### src/flash_cfg_defines.svh
// constants of the parallel flash configuration reader
// assumes a 200 MHz ref_clk and an x16 parallel NOR flash behind the pins
`ifndef FLASH_CFG_DEFINES_SVH
`define FLASH_CFG_DEFINES_SVH

`define REF_CLK_MHZ        200
`define REF_CLK_PERIOD_NS  5
`define ICLK_KHZ           3000
`define ICLK_DIV           ((`REF_CLK_MHZ * 1000) / `ICLK_KHZ)
`define INIT_TIME_NS       1000
`define INIT_CYCLES        ((`INIT_TIME_NS + `REF_CLK_PERIOD_NS - 1) / `REF_CLK_PERIOD_NS)
`define MODE_PAR_FLASH     3'h2
`define HDR_SYNC_KEY       16'ha55a
`define HDR_EXT_CLK_BIT    0
`define CMD_RCR_SETUP      16'h0060
`define CMD_RCR_CONFIRM    16'h0003
`define RCR_TYPE1          29'h0000_f94f
`define RCR_TYPE2          29'h0000_b94f
`define SYNC_LATENCY       4'h4
`define IMAGE_FIFO_DEPTH   16

`endif

### src/flash_cfg_pkg.sv
// types shared by the configuration reader, the flash model and the bench
// assumes nothing beyond the defines header
package flash_cfg_pkg;
    // loader sequence, gray coded along the usual path
    typedef enum logic [2:0] {
        ST_IDLE = 3'h0,
        ST_INIT = 3'h1,
        ST_HDR  = 3'h3,
        ST_RCR  = 3'h2,
        ST_HDRX = 3'h6,
        ST_DATA = 3'h7,
        ST_DONE = 3'h5,
        ST_FAIL = 3'h4
    } cfg_state_t;

    // everything driven toward the flash
    typedef struct packed {
        logic [28:0] addr;        // word address
        logic        chipSelN;    // flash_chip_select_n
        logic        outEnN;      // flash_output_enable_n
        logic        addrValidN;  // flash_address_valid_n
        logic        writeEnN;    // write strobe for the read config register
        logic        clk;         // burst clock toward the flash
        logic [15:0] dataOut;     // write data
        logic        dataOe;      // high while driving the data bus
    } flash_pins_t;
endpackage

### src/parallel_flash_config_reader.sv
// master mode loader that fetches a configuration image from an x16 NOR flash
// assumes flash pins and the external clock are asynchronous to ref_clk
//What this block does
// - mode 010 selects; init, then release init-done
// - drive select, enables, incrementing address, capture data
// - read header first on internal clock
// - sync command triggers async read-config write
// - resume header only after that write completes
// - header chooses internal or external clock
// - external clock: burst read at its rate
// - flash left in synchronous read afterwards
// - restart on power cycle or restart low pulse
// - one sixteen-bit word per configuration clock
// - two sync type variants by setting
`timescale 1ns/1ps
`include "flash_cfg_defines.svh"
module parallel_flash_config_reader (
    input  wire logic                      ref_clk,
    input  wire logic                      srst,
    input  wire logic [2:0]                modePins,
    input  wire logic                      configRestartN,
    input  wire logic                      initDoneIn,
    output logic                           initDoneOut,
    output logic                           initDoneOe,
    input  wire logic                      syncTypeSel,
    input  wire logic                      externalMasterConfigClock,
    input  wire logic [15:0]               flashDataIn,
    output flash_cfg_pkg::flash_pins_t     flashPins,
    output logic                           internalConfigClock,
    output logic [15:0]                    imageData,
    output logic                           imageValid,
    input  wire logic                      imageReady,
    output logic                           extClockActive,
    output logic                           configDone,
    output logic                           configError
);
    import flash_cfg_pkg::*;

    typedef struct packed {
        cfg_state_t  st;        // sequence state
        logic [2:0]  modeS1;    // synchronisers, first stages
        logic [2:0]  modeS2;
        logic        rstS1;
        logic        rstS2;
        logic        initS1;
        logic        initS2;
        logic        emcS1;
        logic        emcS2;
        logic        emcS3;     // delayed copy for edge detect
        logic [15:0] dataS1;
        logic [15:0] dataS2;
        logic [7:0]  cnt;       // init wait
        logic [6:0]  divCnt;    // internal clock divider
        logic        iclk;      // internal clock level
        logic        initOe;    // holding init-done low
        logic [1:0]  hdrIdx;    // header word index
        logic [1:0]  phase;     // read config write phase
        logic        syncMode;  // flash set to burst read
        logic        extSel;    // header asked for external clock
        logic        extAct;    // running on external clock
        logic [3:0]  latCnt;    // burst latency skip
        logic [28:0] rdAddr;    // next word address
        logic [31:0] remain;    // data words still to read
        flash_pins_t pins;
    } cfg_regs_t;
    cfg_regs_t s, n;

    logic tickI;      // internal clock enable
    logic emcRise;    // external clock rising edge
    logic rdTick;     // read strobe of the active clock
    logic latOk;      // burst latency elapsed
    logic push;       // word to the FIFO
    logic fifoReady;  // FIFO can take a word

    // address increment shared by header and data reads
    function automatic logic [28:0] nextAddr(input logic [28:0] a);
        return a + 29'h1;
    endfunction

    assign tickI   = s.divCnt == 7'(`ICLK_DIV - 1);
    assign emcRise = s.emcS2 & ~s.emcS3;
    assign rdTick  = s.extAct ? emcRise : tickI;
    assign latOk   = !s.syncMode || (s.latCnt == `SYNC_LATENCY);
    assign push    = (s.st == ST_DATA) && rdTick && latOk && fifoReady;

    // next state of the loader
    always_comb begin
        n = s;
        n.modeS1 = modePins;
        n.modeS2 = s.modeS1;
        n.rstS1  = configRestartN;
        n.rstS2  = s.rstS1;
        n.initS1 = initDoneIn;
        n.initS2 = s.initS1;
        n.emcS1  = externalMasterConfigClock;
        n.emcS2  = s.emcS1;
        n.emcS3  = s.emcS2;
        n.dataS1 = flashDataIn;
        n.dataS2 = s.dataS1;
        // internal clock divider, half high, half low
        n.divCnt = tickI ? 7'h0 : s.divCnt + 7'h1;
        if (tickI || s.divCnt == 7'(`ICLK_DIV / 2 - 1)) begin
            n.iclk = ~s.iclk;
        end
        // burst clock: external once switched, else internal
        n.pins.clk = s.syncMode && (s.extAct ? s.emcS2 : s.iclk);
        // latency counted on the active clock after burst start
        if (s.syncMode && rdTick && !latOk) begin
            n.latCnt = s.latCnt + 4'h1;
        end
        case (s.st)
            ST_IDLE: begin
                // let the mode synchroniser settle first
                n.initOe = 1'b1;
                n.cnt    = s.cnt + 8'h1;
                if (s.cnt == 8'h3) begin
                    n.cnt = 8'h0;
                    n.st  = (s.modeS2 == `MODE_PAR_FLASH) ? ST_INIT : ST_FAIL;
                end
            end
            ST_INIT: begin
                if (s.cnt != 8'(`INIT_CYCLES - 1)) begin
                    n.cnt = s.cnt + 8'h1;
                end else begin
                    n.initOe = 1'b0;
                    // another party may still hold the line low
                    if (!s.initOe && s.initS2) begin
                        n.st              = ST_HDR;
                        n.cnt             = 8'h0;  // settle count for the first word
                        n.rdAddr          = 29'h0;
                        n.pins.addr       = 29'h0;
                        n.pins.chipSelN   = 1'b0;
                        n.pins.outEnN     = 1'b0;
                        n.pins.addrValidN = 1'b0;
                    end
                end
            end
            ST_HDR: begin
                // first header word on the internal clock; the divider phase is free,
                // so a tick right after the address appears would take a stale word
                if (s.cnt != 8'h3) begin
                    n.cnt = s.cnt + 8'h1;
                end
                if (tickI && s.cnt == 8'h3) begin
                    n.rdAddr    = nextAddr(s.rdAddr);
                    n.pins.addr = nextAddr(s.rdAddr);
                    n.hdrIdx    = 2'h0;
                    if (s.dataS2 == `HDR_SYNC_KEY) begin
                        n.st          = ST_RCR;
                        n.phase       = 2'h0;
                        n.pins.outEnN = 1'b1;
                    end else begin
                        n.st = ST_HDRX;
                    end
                end
            end
            ST_RCR: begin
                // two async write cycles, setup then confirm
                if (tickI) begin
                    n.phase = s.phase + 2'h1;
                    case (s.phase)
                        2'h0: begin
                            n.pins.addr     = syncTypeSel ? `RCR_TYPE2 : `RCR_TYPE1;
                            n.pins.dataOut  = `CMD_RCR_SETUP;
                            n.pins.dataOe   = 1'b1;
                            n.pins.writeEnN = 1'b0;
                        end
                        2'h1: n.pins.writeEnN = 1'b1;
                        2'h2: begin
                            n.pins.dataOut  = `CMD_RCR_CONFIRM;
                            n.pins.writeEnN = 1'b0;
                        end
                        default: begin
                            // write finished, back to header reading
                            n.pins.writeEnN = 1'b1;
                            n.pins.dataOe   = 1'b0;
                            n.pins.outEnN   = 1'b0;
                            n.pins.addr     = s.rdAddr;
                            n.syncMode      = 1'b1;
                            n.latCnt        = 4'h0;
                            n.st            = ST_HDRX;
                        end
                    endcase
                end
            end
            ST_HDRX: begin
                // clock select and image length, still internal clock
                if (tickI && latOk) begin
                    n.rdAddr    = nextAddr(s.rdAddr);
                    n.pins.addr = nextAddr(s.rdAddr);
                    n.hdrIdx    = s.hdrIdx + 2'h1;
                    case (s.hdrIdx)
                        2'h0: n.extSel = s.dataS2[`HDR_EXT_CLK_BIT];
                        2'h1: n.remain[31:16] = s.dataS2;
                        default: begin
                            n.remain[15:0] = s.dataS2;
                            // external clock only makes sense with burst reads
                            n.extAct = s.extSel && s.syncMode;
                            // fresh latency on the new clock: the data address is not settled yet
                            n.latCnt = 4'h0;
                            n.st = ({s.remain[31:16], s.dataS2} == 32'h0) ? ST_DONE : ST_DATA;
                        end
                    endcase
                end
            end
            ST_DATA: begin
                // a full FIFO stalls the read, the address holds
                if (push) begin
                    n.rdAddr    = nextAddr(s.rdAddr);
                    n.pins.addr = nextAddr(s.rdAddr);
                    n.remain    = s.remain - 32'h1;
                    if (s.remain == 32'h1) begin
                        n.st = ST_DONE;
                    end
                end
            end
            ST_DONE: begin
                // no write back to async mode, flash stays in burst read
                n.pins.chipSelN   = 1'b1;
                n.pins.outEnN     = 1'b1;
                n.pins.addrValidN = 1'b1;
            end
            default: begin
                // wrong mode pins: stay put, init-done held
                n.initOe = 1'b1;
            end
        endcase
        // a low restart pulse starts over from the top
        if (!s.rstS2) begin
            n.st     = ST_IDLE;
            n.cnt    = 8'h0;
            n.initOe = 1'b1;
            n.extAct = 1'b0;
            n.pins   = '{addr: 29'h0, dataOut: 16'h0, dataOe: 1'b0, clk: 1'b0,
                         default: 1'b1};
        end
    end

    // register the state; power cycle enters through srst
    always_ff @(posedge ref_clk) begin
        if (srst) begin
            s        <= '0;
            s.st     <= ST_IDLE;
            s.rstS1  <= 1'b1;
            s.rstS2  <= 1'b1;
            s.initOe <= 1'b1;
            s.pins   <= '{addr: 29'h0, dataOut: 16'h0, dataOe: 1'b0, clk: 1'b0,
                          default: 1'b1};
        end else begin
            s <= n;
        end
    end

    image_fifo #(.WIDTH(16), .DEPTH(`IMAGE_FIFO_DEPTH)) u_fifo (
        .ref_clk  (ref_clk),
        .srst     (srst),
        .inValid  (push),
        .inReady  (fifoReady),
        .inData   (s.dataS2),
        .outValid (imageValid),
        .outReady (imageReady),
        .outData  (imageData)
    );

    assign flashPins           = s.pins;
    assign initDoneOut         = 1'b0;
    assign initDoneOe          = s.initOe;
    assign internalConfigClock = s.iclk;
    assign extClockActive      = s.extAct;
    assign configDone          = s.st == ST_DONE;
    assign configError         = s.st == ST_FAIL;

    property p_mode_gate;
        @(posedge ref_clk) disable iff (srst)
        (s.st == ST_INIT && $past(s.st) == ST_IDLE) |-> $past(s.modeS2) == `MODE_PAR_FLASH;
    endproperty
    a_mode_gate: assert property (p_mode_gate) else $error("init without mode 010");

    property p_read_pins;
        @(posedge ref_clk) disable iff (srst)
        (s.st == ST_HDR) |-> !s.pins.chipSelN && !s.pins.outEnN && !s.pins.addrValidN
                             && !s.initOe;
    endproperty
    a_read_pins: assert property (p_read_pins) else $error("header read pins wrong");

    property p_hdr_internal;
        @(posedge ref_clk) disable iff (srst)
        (s.st == ST_HDR || s.st == ST_HDRX) |-> !s.extAct;
    endproperty
    a_hdr_internal: assert property (p_hdr_internal) else $error("header on external clock");

    property p_rcr_write;
        @(posedge ref_clk) disable iff (srst)
        (s.st == ST_RCR && s.phase == 2'h0 && tickI) |=> !s.pins.writeEnN
            && s.pins.dataOut == `CMD_RCR_SETUP
            && s.pins.addr == ($past(syncTypeSel) ? `RCR_TYPE2 : `RCR_TYPE1);
    endproperty
    a_rcr_write: assert property (p_rcr_write) else $error("rcr setup write wrong");

    property p_resume;
        @(posedge ref_clk) disable iff (srst)
        (s.st == ST_HDRX && $past(s.st) == ST_RCR) |-> $past(s.phase) == 2'h3
            && s.pins.writeEnN && s.syncMode;
    endproperty
    a_resume: assert property (p_resume) else $error("header resumed early");

    property p_ext_rate;
        @(posedge ref_clk) disable iff (srst)
        (push && s.extAct) |-> s.emcS2 && !s.emcS3 && s.syncMode;
    endproperty
    a_ext_rate: assert property (p_ext_rate) else $error("word off external edge");

    property p_int_rate;
        @(posedge ref_clk) disable iff (srst)
        (push && !s.extAct) |=> !push [*2];
    endproperty
    a_int_rate: assert property (p_int_rate) else $error("internal rate exceeded");

    property p_stay_sync;
        @(posedge ref_clk) disable iff (srst)
        (s.st == ST_DONE && s.rstS2) |=> s.pins.writeEnN && s.syncMode == $past(s.syncMode);
    endproperty
    a_stay_sync: assert property (p_stay_sync) else $error("flash mode touched after load");

    property p_restart;
        @(posedge ref_clk) disable iff (srst)
        !s.rstS2 |=> s.st == ST_IDLE && s.initOe;
    endproperty
    a_restart: assert property (p_restart) else $error("restart ignored");

    property p_addr_step;
        @(posedge ref_clk) disable iff (srst)
        push |=> s.rdAddr == $past(s.rdAddr) + 29'h1;
    endproperty
    a_addr_step: assert property (p_addr_step) else $error("address step not one");
endmodule // parallel_flash_config_reader

### src/image_fifo.sv
// small flop based FIFO for configuration image words
// assumes one clock and a synchronous active high reset
`timescale 1ns/1ps
module image_fifo #(
    parameter int WIDTH = 16,
    parameter int DEPTH = 16
) (
    input  wire logic             ref_clk,
    input  wire logic             srst,
    input  wire logic             inValid,
    output logic                  inReady,
    input  wire logic [WIDTH-1:0] inData,
    output logic                  outValid,
    input  wire logic             outReady,
    output logic      [WIDTH-1:0] outData
);
    localparam int AW = $clog2(DEPTH);
    typedef struct packed {
        logic [DEPTH-1:0][WIDTH-1:0] mem;  // storage
        logic [AW-1:0]               wp;   // write pointer
        logic [AW-1:0]               rp;   // read pointer
        logic [AW:0]                 cnt;  // words held
    } fifo_state_t;
    fifo_state_t s, n;
    logic push, pop;

    // full and empty come straight from the count
    assign inReady  = s.cnt != (AW+1)'(DEPTH);
    assign outValid = s.cnt != '0;
    assign outData  = s.mem[s.rp];
    assign push     = inValid & inReady;
    assign pop      = outValid & outReady;

    // next state of pointers and storage
    always_comb begin
        n = s;
        if (push) begin
            n.mem[s.wp] = inData;
            n.wp = (s.wp == AW'(DEPTH - 1)) ? '0 : s.wp + AW'(1);
        end
        if (pop) begin
            n.rp = (s.rp == AW'(DEPTH - 1)) ? '0 : s.rp + AW'(1);
        end
        n.cnt = s.cnt + (AW+1)'(push) - (AW+1)'(pop);
    end

    // register the state
    always_ff @(posedge ref_clk) begin
        if (srst) begin
            s <= '0;
        end else begin
            s <= n;
        end
    end
endmodule // image_fifo

### config.mk
export PLATFORM = sky130hd
export DESIGN_NAME = parallel_flash_config_reader
export DESIGN_NICKNAME = d
export VERILOG_FILES = /design/src/flash_cfg_pkg.sv /design/src/parallel_flash_config_reader.sv /design/src/image_fifo.sv
export VERILOG_INCLUDE_DIRS = /design/src /design/src/src
export SDC_FILE = /design/constraint.sdc
export NUM_CORES = 1
export LEC_CHECK = 0
export BUFFER_PORTS_ARGS = -buffer_cell sky130_fd_sc_hd__buf_4
export CAP_MARGIN = 20
export CORE_MARGIN = 8
export CORE_UTILIZATION = 44
export CTS_BUF_LIST = sky130_fd_sc_hd__clkbuf_8 sky130_fd_sc_hd__clkbuf_16
export DETAILED_ROUTE_END_ITERATION = 12
export PLACE_DENSITY = 0.63
export SYNTH_ARGS = -nofsm -noshare
export SYNTH_HDL_FRONTEND = slang
export SYNTH_SLANG_ARGS = --single-unit
export TNS_END_PERCENT = 5
### constraint.sdc
create_clock -name ref_clk -period 4.3 [get_ports ref_clk]
set_clock_uncertainty 0.15 [all_clocks]
set_input_delay 0 -clock ref_clk [delete_from_list [all_inputs] [get_ports ref_clk]]
set_output_delay 0 -clock ref_clk [all_outputs]
set_load 0.005 [all_outputs]
* Word level (Yosys, flattened, before mapping)
Cells that the tools add are included.
** Storage, ports and cells
- Word-level logic and storage cells :: 235
- Bits of input ports :: 26
- Register bits after elaboration :: 457
** Operators by class
- Muxes and demuxes :: 67
- Reduce and logical (&&, ||, !) cells :: 55
- Magnitude comparators :: 3
- Equality and inequality tests :: 37
- Bitwise gates (word level) :: 10
- Add/subtract/negate cells :: 11
** Operator list (count)
- $bwmux 256 :: 1
- $pmux 29 s5 :: 1
- $mux 29 :: 4
- $pmux 29 s4 :: 1
- $mux 94 :: 1
- $mux 90 :: 1
- $bmux 16 s4 :: 1
- $demux 16 s4 :: 1
- $mux 16 :: 4
- $mux 32 :: 2
- $pmux 32 s2 :: 1
- $pmux 29 s2 :: 1
- $mux 3 :: 13
- $eq 32x1->1 const B :: 1
- $logic_not 32->1 :: 1
- $mux 8 :: 4
- $pmux 16 s2 :: 1
- $sub 32x1->32 const B :: 1
- $add 29x1->29 const B :: 1
- $mux 4 :: 7
- $pmux 8 s3 :: 1
- $reduce_and 3->1 :: 8
- $ne 2x2->1 const B :: 11
- $pmux 3 s6 :: 1
- other kinds (52) :: 114

* Logic depth before layout (Yosys ltp)
Gate-level depths: netlist of run 1.
- Word-level depth :: 9
- Mapped depth :: 14
- Gate-level depth less buffers :: 13

* Cells and area by module
A second synthesis of run 1 with hierarchy kept.
** Second synthesis, totals
- Cell total of the unflattened synthesis :: 2330
- Area, all modules :: 20697.4 µm²
** By module, submodules not included
- image_fifo :: area each 11802.6 µm², seq. area each 5385.2 µm², cells an instance 1234, instances 1
- parallel_flash_config_reader :: area each 8894.8 µm², seq. area each 3463.3 µm², cells an instance 1096, instances 1

* Worst setup path after synthesis of run 1
OpenSTA, ideal clock, no wires.
- Kind :: register to register
- Start point :: reg u_fifo.s[3] (netlist bit)
- End point :: reg u_fifo.s[4] (netlist bit)
- Data required time :: 4080 ps
- Library setup time :: 70 ps
- Slack :: 1421 ps
- Arrival :: 2658 ps
- Cell stages (with the launch flop) :: 15
- Path through :: dfxtp_1 > inv_1 > ha_1 > nor3b_1 > nand2b_1 > and2_1 > clkbuf_1 > ha_1 > inv_1 > ha_1 > fa_1 > a21oi_1 > nor2_1 > or3_1 > a21oi_1
** Between the ends
- Elaborated cells on any way between the ends :: 7
** RTL lines
- start: declaration :: RTL line image_fifo.sv:24 : fifo_state_t s, n;
- start signal: assignment :: RTL line image_fifo.sv:52 : s <= n;
- $reduce_bool 5->1 :: RTL line image_fifo.sv:29 : assign outValid = s.cnt != '0;
- named net imageValid :: RTL line parallel_flash_config_reader.sv:31 : output logic imageValid,
- $and 1x1->1 :: RTL line image_fifo.sv:32 : assign pop = outValid & outReady;
- named net u_fifo.pop :: RTL line image_fifo.sv:25 : logic push, pop;
- $sub 5x1->5 :: RTL line image_fifo.sv:44 : n.cnt = s.cnt + (AW+1)'(push) - (AW+1)'(pop);
The timed path passes the listed nets, and every way through them passes these cells.
A chain may end at the register's enable or synchronous reset.

* Worst setup path in the final report of run 1
- Start point :: reg s[185] (netlist bit)
- End point :: reg s[96] (netlist bit)
** Between the ends
- Longest elaborated chain between the ends :: 6
- Elaborated cells on any way between the ends :: 15
** RTL lines
- start: declaration :: RTL line parallel_flash_config_reader.sv:66 : cfg_regs_t s, n;
- start signal: assignment :: RTL line parallel_flash_config_reader.sv:250 : s <= n;
- $eq 3x3->1 :: RTL line parallel_flash_config_reader.sv:84, parallel_flash_config_reader.sv:111
- $logic_and 1x1->1 (3 in series) :: RTL line parallel_flash_config_reader.sv:84 : assign push = (s.st == ST_DATA) && rdTick && latOk && fifoReady;
- $ne 2x1->1 (no line)
- $reduce_and 6->1 (no line)
Parallel ways exist; a longest one is shown, timed or not.

==> out/metrics.csv, run 1 <==
stage;metric;value;unit
finish;layout_common_cells;601 x nand2_1, 439 x dfxtp_1, 349 x a21oi_1;
finish;fillers;4319;
sta;setup_tns;0;ns
route;totalWireLength;59100;microns
pwr;total_switching_power;2.23;mW
route;drt_iter0_drc;1846;
logic_synthesis;ys_types;72;
clocking;postCtsSetupRepairBufs;0;
floorplanning;die_area;53700;sq um
worst_hold_path;min_path_type;primary input to flop;
floorplanning;die_h;232;microns
setup_path;start_kind;flop;
logic_synthesis;seq_area_frac_synth;0.432;
placed_design;post-dp-hpwl;36700;microns
floorplanning;pin_count;100;
logic_synthesis;synth_edf_count;0;
floorplanning;core-area;46300;sq um
setup_path;cp_slowest_stage_delay;0.74;ns
clocking;cts_sinks;442;
clocking;cts.htree.levels;2;
placed_design;io_buffers;86;
pwr;seq_power_share;0.468;
grt;track_usage;0.213;
logic_synthesis;synth_xor_area_frac;0.0103;
grt;grt_max_degree;207;
worst_hold_path;hp-start;flashDataIn[15];
sta;rsz0062_at_grt;no;
sta;hold_slack;0.0402;ns
worst_hold_path;min_path_cells;3;
worst_hold_path;whs_endpoint;n[155];
route;viasPerCell;5.75;
grt;grt_pass1_wl;92800;microns
setup_path;critPathKind;flop to flop;
setup_path;crit_chain;nand3b_1, o21ai_0, a2111oi_4, nand4_1, or4_1, o21ai_0;
pwr;p_sw_frac;0.242;
setup_path;crit_path_frequent_cell;o21ai_0;
sta;worstMarginPinSlew;1.09;ns
pwr;leakage;8.03;nW
logic_synthesis;async_flop_share;0;
logic_synthesis;synth-compound-area-share;0.163;
sta;layout_setup_ws;0.834;ns
clocking;clock_path_buffers;3;
grt;overflow;0;
finish;seqCellArea;8850;sq um
sta;fin_crit_sh;0.806;
clocking;cts_made_buffers;49;
logic_synthesis;yosys.area_share.simple;0.221;
finish;nets;2479;
floorplanning;die_w;232;microns
setup_path;reg2reg_from;s[185];
placed_design;dp_slack;0.887;ns
pwr;powerDensity;396;nW/um^2
logic_synthesis;synth_mux_area_frac;0.0918;
status;run_status;finished, final reports clean;
logic_synthesis;syn_area_per_cell;8.41;sq um
pwr;p_clk_frac;0.455;
setup_path;arrival;3.82;ns
grt;grt_pass1_vias;16600;
sta;period_needed;3.47;ns
finish;drive_above_1_share;0.127;
logic_synthesis;netlist_area;20500;sq um
setup_path;r2r_end;s[96];
floorplanning;rows;79;
logic_synthesis;synth_top_family_by_area;simple AND/OR/NAND/NOR gates;
finish;final_common_cell;nand2_1;
route;vias;17700;
run;cap_violations;0;
setup_path;worstSetupEndpointType;flop;
setup_path;crit_fanout;24;
sta;slew_headroom;0.265;
sta;slew_viol_final;0;
setup_path;worst_path_max_delay_cell;dfxtp_1;
logic_synthesis;ys_ff_latch;442;
sta;setup_viol_count_final;0;
logic_synthesis;yosys_warnings;0;
grt;antenna_found_initial;1;
clocking;path_clk_slew;0.06;ns
finish;area_growth_syn_to_layout;13.3;%
logic_synthesis;synthAdderAreaFrac;0.0162;
sta;clock.fmax;0.289;GHz
route;routedWlPerCell;19.2;microns
finish;multiInputGateArea;10400;sq um
clocking;cts_root_buffer;clkbuf_16;
route;dr.pass1.iters;7;
route;antenna_left;0;
finish;final_cells;3071;
pwr;p_int;6.96;mW
placed_design;place.gp.congestion;0.848;
pwr;p_comb_frac;0.077;
sta;hold_violations;0;
logic_synthesis;postSynthCellCount;2436;
logic_synthesis;synth_ff_type;dfxtp_1;
floorplanning;initial_core_util;0.443;
route;drc;0;
setup_path;rrSetupSlack;0.83;ns
pwr;irDropWorstVdd;0.000278;V
setup_path;worstPathRequired;4.65;ns
setup_path;rr_worst_depth;6;
clocking;cts_tree;built;
clocking;clk_latency;0.60;ns
placed_design;dp.cells;2932;
## worst max-delay path by stage
stage                     start          end  slack [ns]  cells past startpoint
floorplan           u_fifo.s[3]  u_fifo.s[4]        1.42                     14
global placement         s[185]        s[96]        0.97                      6
detailed placement       s[185]        s[96]        0.89                      6
CTS                      s[185]        s[96]        0.87                      6
global route             s[185]        s[96]        0.58                      6
finish                   s[185]        s[96]        0.83                      6
## power groups by stage
stage | Combinational [mW] | Sequential [mW] | Clock, mW
global route | 0.773 | 4.32 | 4.44
finish | 0.705 | 4.30 | 4.18
CTS | 0.707 | 4.30 | 4.27
floorplan | 0.603 | 4.27 | 0
detailed placement | 0.670 | 4.39 | 0
global placement | 0.657 | 4.39 | 0
## metrics by stage
step	power [mW]	cell area [sq um]	utilization
finish	9.19	23200	0.502
global route	9.53	23200	0.502
CTS	9.28	23200	0.502
detailed placement	5.06	21100	0.456
global placement	5.05	21100	0.456
floorplan	4.87	20500	-
## area by class of cell
cell class,instances,share of cell area
Antenna cell,1,0.000108
Clock buffer,61,0.0599
Clock inverter,26,0.00943
Inverter,29,0.00469
Multi-Input combinational cell,1724,0.447
Sequential cell,442,0.381
Tap cell,607,0.0327
Timing Repair Buffer,181,0.0653
## logic make-up (layout without fill, tap and decap cells)
family	count (synthesis)	count (layout)
buf+inv	282	297
compound gates	571	571
mux	88	88
fa+ha+maj	26	26
other cells	1	14
flops	442	442
simple gates	1002	1002
xor+xnor	24	24
## metal layers
metal | global-route usage | part of all wire | vias to the layer above
li1 | - | - | 8387
met1 | 0.293 | 0.44 | 8514
met2 | 0.336 | 0.46 | 659
met3 | 0.0351 | 0.071 | 108
met4 | 0.0791 | 0.029 | 0
met5 | 0 | 0 | -
## state kept, by name, summed over array words and instances (netlist names)
signal               count
s                      111
u_fifo.s               269
n                       23
internalConfigClock      1
flashPins               36
initDoneOe               1
extClockActive           1
## worst max-delay path, delay by kind of cell (launching register included)
family	cells	cell delay, ns
compound gates	3	0.94
simple gates	3	1.55
flops	1	0.74
## what timing repair did
| action | in CTS | in global routing |
|---|---|---|
| hold buffers | 49 | 0 |
| hold endpoints to repair | 114 | 0 |
| resized for setup | 0 | 0 |
## synth_stat cells, types with 4 or more instances
library cell | number | area [sq um]
o31a_1 | 4 | 35.0
nor3b_1 | 5 | 37.5
nor2_1 | 92 | 345
nor3_1 | 29 | 145
o21ai_0 | 70 | 350
a22o_1 | 14 | 123
a311oi_1 | 7 | 61.3
o22ai_1 | 7 | 43.8
or2_2 | 7 | 43.8
mux2i_1 | 8 | 80.1
or3_1 | 20 | 125
a21oi_1 | 350 | 1750
nand4_1 | 24 | 150
o21a_1 | 6 | 45.0
a211oi_1 | 12 | 90.1
clkbuf_1 | 135 | 507
nor2b_1 | 57 | 357
a22oi_1 | 6 | 45.0
and3b_1 | 4 | 35.0
ha_1 | 25 | 313
nand2b_1 | 17 | 106
xor2_1 | 13 | 114
nand3b_1 | 14 | 105
o31ai_1 | 12 | 90.1
o2bb2ai_1 | 11 | 96.3
mux4_2 | 80 | 1800
buf_4 | 53 | 398
nand3_1 | 47 | 235
and2_1 | 18 | 113
o32ai_1 | 9 | 78.8
or4_1 | 5 | 37.5
nor4_1 | 15 | 93.8
a21o_1 | 15 | 113
and4_1 | 9 | 78.8
nand2_1 | 601 | 2260
buf_2 | 40 | 200
buf_1 | 8 | 30.0
a31oi_1 | 15 | 93.8
and3_1 | 30 | 188
xnor2_1 | 11 | 96.3
clkbuf_2 | 16 | 80.1
dfxtp_1 | 442 | 8850
inv_1 | 28 | 105
Note: power is estimated with default switching activity, not from simulation.
==> run 2: changes to the inputs <==
==> constraint.sdc (replaced) <==
create_clock -name ref_clk -period 3.63 [get_ports ref_clk]
set_clock_uncertainty 0.15 [all_clocks]
set_input_delay 0 -clock ref_clk [delete_from_list [all_inputs] [get_ports ref_clk]]
set_output_delay 0 -clock ref_clk [all_outputs]
set_load 0.005 [all_outputs]
==> run 2 against run 1 <==
  * Flip-flop and latch count is the same
  * Maximum frequency is 7.0% higher
  * Register-to-register slack got worse by 0.44 ns
  * Critical endpoint is now s[106]
  * Largest power group is now clock
  * Highest routed layer unchanged
==> out/metrics.csv, run 2 (synthesized netlist as in run 1, its figures left out) <==
stage;metric;value;unit
status;run_status;finished, final reports clean;
finish;largest-register;u_fifo.s;
sta;fin_crit_sh;0.892;
sta;period_needed;3.24;ns
grt;track_usage;0.218;
grt;grt_pass1_wl;94800;microns
floorplanning;die_w;232;microns
placed_design;place.gp.congestion;0.853;
grt;grt_max_degree;119;
clocking;cts_tree;built;
route;routedLengthMet1;26400;microns
setup_path;worstPathRequired;3.97;ns
sta;clock.fmax;0.309;GHz
route;antenna_left;0;
setup_path;worstSetupEndpointType;flop;
pwr;p_sw_frac;0.244;
sta;slew_headroom;0.249;
worst_hold_path;hp-start;flashDataIn[10];
worst_hold_path;min_path_cells;3;
finish;antenna_cells;0;
clocking;clock_path_buffers;3;
floorplanning;core-area;46300;sq um
setup_path;reg2reg_from;s[132];
floorplanning;die_area;53700;sq um
placed_design;post-dp-hpwl;37600;microns
run;cap_violations;0;
worst_hold_path;whs_endpoint;n[150];
clocking;postCtsSetupRepairBufs;0;
finish;seqCellArea;8850;sq um
sta;worstMarginPinSlew;1.13;ns
placed_design;dp_slack;0.452;ns
route;drc;0;
finish;largest_reg_flops;269;
route;highest_layer;met4;
route;dr.pass1.iters;6;
setup_path;crit_fanout;12;
finish;layout_common_cells;601 x nand2_1, 439 x dfxtp_1, 349 x a21oi_1;
route;drt_iter0_drc;1867;
worst_hold_path;min_path_type;primary input to flop;
pwr;powerDensity;471;nW/um^2
finish;multiInputGateArea;10400;sq um
pwr;irDropWorstVdd;0.000298;V
route;viasPerCell;5.74;
finish;drive_above_1_share;0.139;
route;met3_wirelength;5010;microns
sta;setup_tns;0;ns
setup_path;rrSetupSlack;0.39;ns
pwr;leakage;8.19;nW
sta;layout_setup_ws;0.391;ns
setup_path;critPathKind;flop to flop;
finish;nets;2509;
setup_path;arrival;3.58;ns
floorplanning;rows;79;
clocking;clk_latency;0.61;ns
sta;hold_violations;0;
route;totalWireLength;60100;microns
route;routedWlPerCell;19.4;microns
clocking;cts_resized;0;
pwr;total_switching_power;2.70;mW
placed_design;io_buffers;86;
pwr;p_clk_frac;0.461;
setup_path;start_kind;flop;
sta;setup_viol_count_final;0;
grt;antenna_found_initial;0;
clocking;cts_sinks;442;
pwr;p_comb_frac;0.083;
setup_path;rr_worst_depth;7;
sta;rsz0062_at_grt;no;
sta;slew_viol_final;0;
floorplanning;pin_count;100;
setup_path;r2r_end;s[106];
clocking;cts.htree.levels;2;
route;vias;17800;
clocking;cts_root_buffer;clkbuf_16;
grt;grt_pass1_vias;17000;
route;route.met2.wl;27100;microns
pwr;seq_power_share;0.456;
finish;fillers;4341;
clocking;path_clk_slew;0.06;ns
floorplanning;die_h;232;microns
finish;final_common_cell;nand2_1;
clocking;cts_made_buffers;49;
finish;area_growth_syn_to_layout;14.7;%
floorplanning;initial_core_util;0.443;
grt;overflow;0;
pwr;p_int;8.36;mW
-- run 2: worst max-delay path by stage --
stage | start | end | slack [ns] | cells past startpoint
final | s[132] | s[106] | 0.39 | 7
after global routing | s[132] | s[108] | 0.17 | 7
after CTS | s[132] | s[106] | 0.46 | 7
after detailed placement | s[132] | s[106] | 0.45 | 7
after global placement | s[154] | s[120] | 0.47 | 6
after floorplan | u_fifo.s[3] | u_fifo.s[4] | 0.75 | 14
-- run 2: layout make-up --
cell class | count | share of cell area
Clock buffer | 55 | 0.0557
Clock inverter | 33 | 0.0144
Inverter | 29 | 0.00463
Timing Repair Buffer | 211 | 0.0751
Tap cell | 607 | 0.0323
Sequential cell | 442 | 0.377
Multi-Input combinational cell | 1724 | 0.441
-- run 2: critical path: stages, from the launching register on --
cell and delay [ns]:
dfxtp_1 0.41, ha_1 0.30, nor4b_2 0.40, a21boi_1 0.20, a2111oi_4 0.56, and4_1 0.70, a21oi_1 0.15, a311oi_1 0.27
-- run 2: layer usage --
| metal | track usage | vias to the layer above |
|---|---|---|
| li1 | - | 8448 |
| met1 | 0.300 | 8536 |
| met2 | 0.342 | 712 |
| met3 | 0.0404 | 109 |
| met4 | 0.0736 | 0 |
| met5 | 0 | - |
-- run 2: through the flow --
stage          std cells  utilization  hold WS [ns]  cell area, sq um  total power [mW]
2_1_floorplan       2448            -       -0.0462             20500              5.77
3_3_place_gp        2966        0.462        0.0371             21400              6.01
3_5_place_dp        2966        0.462        0.0555             21400              6.02
4_1_cts             3100        0.507       0.00819             23500              11.2
5_1_grt             3101        0.508        0.0332             23500              11.5
6_report            3101        0.508        0.0382             23500              11.1
-- run 2: repair_timing --
action / 4_1_cts / 5_1_grt
endpoints found under the hold margin: 100 / 0
hold buffers: 46 / 0
setup endpoints to repair: 0 / 0
-- run 2: power groups by stage --
| stage | clock (mW) | sequential, mW | combinational [mW] |
|---|---|---|---|
| final | 5.10 | 5.05 | 0.921 |
| after global routing | 5.40 | 5.05 | 1.01 |
| after CTS | 5.19 | 5.04 | 0.915 |
| after detailed placement | 0 | 5.15 | 0.872 |
| after global placement | 0 | 5.15 | 0.863 |
| after floorplan | 0 | 5.05 | 0.714 |
==> run 3: changes to the inputs <==
--- a/config.mk
+++ b/config.mk
@@ -8,7 +8,7 @@
 export LEC_CHECK = 0
 export BUFFER_PORTS_ARGS = -buffer_cell sky130_fd_sc_hd__buf_4
 export CAP_MARGIN = 20
-export CORE_MARGIN = 8
+export CORE_MARGIN = 2
 export CORE_UTILIZATION = 44
 export CTS_BUF_LIST = sky130_fd_sc_hd__clkbuf_8 sky130_fd_sc_hd__clkbuf_16
 export DETAILED_ROUTE_END_ITERATION = 12
==> run 3 against run 2 <==
  * Register-to-register slack gained 0.13 ns
  * Cell area shrank 0.29%
  * Power shrank 1.9%
  * Worst setup slack gained 0.13 ns
  * Count of clock-buffer cells in the layout grew 7
  * Worst hold slack lost 0.00084 ns
  * Maximum frequency grew 4.3%
  * Global-route usage grew 2.3 points
  * Combinational power shrank 2%
==> out/metrics.csv, run 3 (synthesized netlist as in run 1, its figures left out) <==
stage;metric;value;unit
clocking;cts_root_buffer;clkbuf_16;
floorplanning;initial_core_util;0.443;
floorplanning;core-area;46300;sq um
finish;layout_common_cells;601 x nand2_1, 439 x dfxtp_1, 349 x a21oi_1;
sta;period_needed;3.10;ns
placed_design;dpl-instance-area;21400;sq um
clocking;postCtsSetupRepairBufs;0;
finish;drive_above_1_share;0.136;
setup_path;worstSetupEndpointType;flop;
finish;postLayoutCoreUtil;0.507;
clocking;cts_made_buffers;48;
setup_path;critPathKind;flop to flop;
finish;largest_reg_flops;269;
setup_path;rr_worst_depth;13;
route;viasPerCell;5.73;
worst_hold_path;min_path_cells;3;
pwr;leakage;8.16;nW
setup_path;crit_chain;inv_1, ha_1, nor3b_1, nand2b_1, and2_1, ha_1, inv_1, ha_1, fa_1, a21oi_1, nor2_1, or3_1, a21oi_1;
route;routedWlPerCell;18.9;microns
sta;setup_viol_count_final;0;
pwr;p_sw_frac;0.243;
finish;final_common_cell;nand2_1;
placed_design;post-dp-hpwl;36700;microns
route;totalWireLength;58500;microns
route;vias;17700;
pwr;p_int;8.22;mW
pwr;irDropWorstVdd;0.000318;V
clocking;cts_resized;0;
clocking;cts_sinks;442;
worst_hold_path;whs_endpoint;n[150];
finish;area_growth_syn_to_layout;14.4;%
run;cap_violations;0;
sta;slew_headroom;0.0346;
sta;slew_viol_final;0;
clocking;clock_path_buffers;3;
pwr;p_clk_frac;0.451;
worst_hold_path;hp-start;flashDataIn[10];
setup_path;cp_slowest_stage_delay;0.41;ns
route;dr.pass1.iters;5;
sta;clock.fmax;0.322;GHz
sta;hold_violations;0;
setup_path;r2r_end;u_fifo.s[4];
sta;setup_tns;0;ns
pwr;seq_power_share;0.465;
grt;track_usage;0.241;
sta;rsz0062_at_grt;no;
finish;final_cell_area;23400;sq um
sta;hold_slack;0.0374;ns
finish;nets;2505;
grt;antenna_found_initial;0;
floorplanning;die_w;220;microns
status;run_status;finished, final reports clean;
setup_path;crit_path_frequent_cell;ha_1;
grt;grt_pass1_vias;16700;
floorplanning;pin_count;100;
sta;fin_crit_sh;0.855;
pwr;total_power;10.9;mW
clocking;cts.htree.levels;2;
pwr;powerDensity;463;nW/um^2
finish;largest-register;u_fifo.s;
finish;fillers;4335;
setup_path;worstPathRequired;3.99;ns
setup_path;worst_path_max_delay_cell;fa_1;
pwr;p_comb_frac;0.083;
placed_design;place.gp.congestion;0.871;
grt;overflow;0;
setup_path;start_kind;flop;
setup_path;reg2reg_from;u_fifo.s[3];
clocking;clk_latency;0.60;ns
grt;grt_pass1_wl;91800;microns
floorplanning;die_h;220;microns
floorplanning;die_area;48300;sq um
clocking;path_clk_slew;0.06;ns
placed_design;io_buffers;86;
floorplanning;rows;79;
pwr;total_switching_power;2.64;mW
setup_path;rrSetupSlack;0.53;ns
setup_path;crit_fanout;5;
clocking;cts_tree;built;
route;drt_iter0_drc;1981;
grt;grt_max_degree;274;
setup_path;arrival;3.46;ns
sta;worstMarginPinSlew;1.45;ns
route;antenna_left;0;
route;drc;0;
finish;antenna_cells;0;
worst_hold_path;min_path_type;primary input to flop;
[run 3: final cells by class]
| class | instances | area [sq um] | share of cell area |
|---|---|---|---|
| flip-flops and latches | 442 | 8850 | 0.378 |
| well taps | 607 | 759 | 0.0324 |
| inverters | 29 | 109 | 0.00465 |
| repair buffers | 208 | 1750 | 0.0749 |
| multi-input cells | 1724 | 10400 | 0.442 |
| clock inverters | 25 | 173 | 0.00737 |
| clock buffers | 62 | 1420 | 0.0604 |
[run 3: critical path, delay by kind of cell, from the launching register on]
family                   cells  cell delay (ns)
AO/OA/AOI/OAI                2             0.31
AND/OR/NAND/NOR              5             1.07
buffers and inverters        2             0.13
adder cells (fa/ha/maj)      4             1.07
flip-flops                   1             0.32
[run 3: power by group through the flow]
stage,logic [mW],clock network (mW),registers [mW]
2_1_floorplan,0.714,0,5.05
3_3_place_gp,0.856,0,5.15
3_5_place_dp,0.862,0,5.15
4_1_cts,0.908,4.99,5.05
5_1_grt,0.989,5.20,5.06
6_report,0.905,4.90,5.05
[run 3: how the worst max path moves through the flow]
stage                      startpoint            end  slack, ns  cells after the start
final                     u_fifo.s[3]    u_fifo.s[4]       0.53                     13
after global routing      u_fifo.s[3]    u_fifo.s[4]       0.30                     13
after CTS                 u_fifo.s[3]    u_fifo.s[4]       0.53                     13
after detailed placement  u_fifo.s[3]    u_fifo.s[4]       0.61                     13
after global placement         s[186]  flashPins[48]       0.68                      7
after floorplan           u_fifo.s[3]    u_fifo.s[4]       0.75                     14
[run 3: per-stage QoR]
stage               worst slack (ns)  instances
finish                         0.526       3097
global route                   0.300       3097
CTS                            0.530       3097
detailed placement             0.606       2961
global placement               0.676       2961
floorplan                      0.751       2448
[run 3: what timing repair did]
item	CTS	global route
setup endpoints to repair	0	0
hold buffers	49	0
endpoints found under the hold margin	141	0
[run 3: metal layers]
metal | up-vias | global-route usage | wire, microns
li1 | 8417 | - | -
met1 | 8554 | 0.341 | 26000
met2 | 661 | 0.370 | 26400
met3 | 103 | 0.0364 | 4480
met4 | 0 | 0.0926 | 1680
met5 | - | 0 | 0
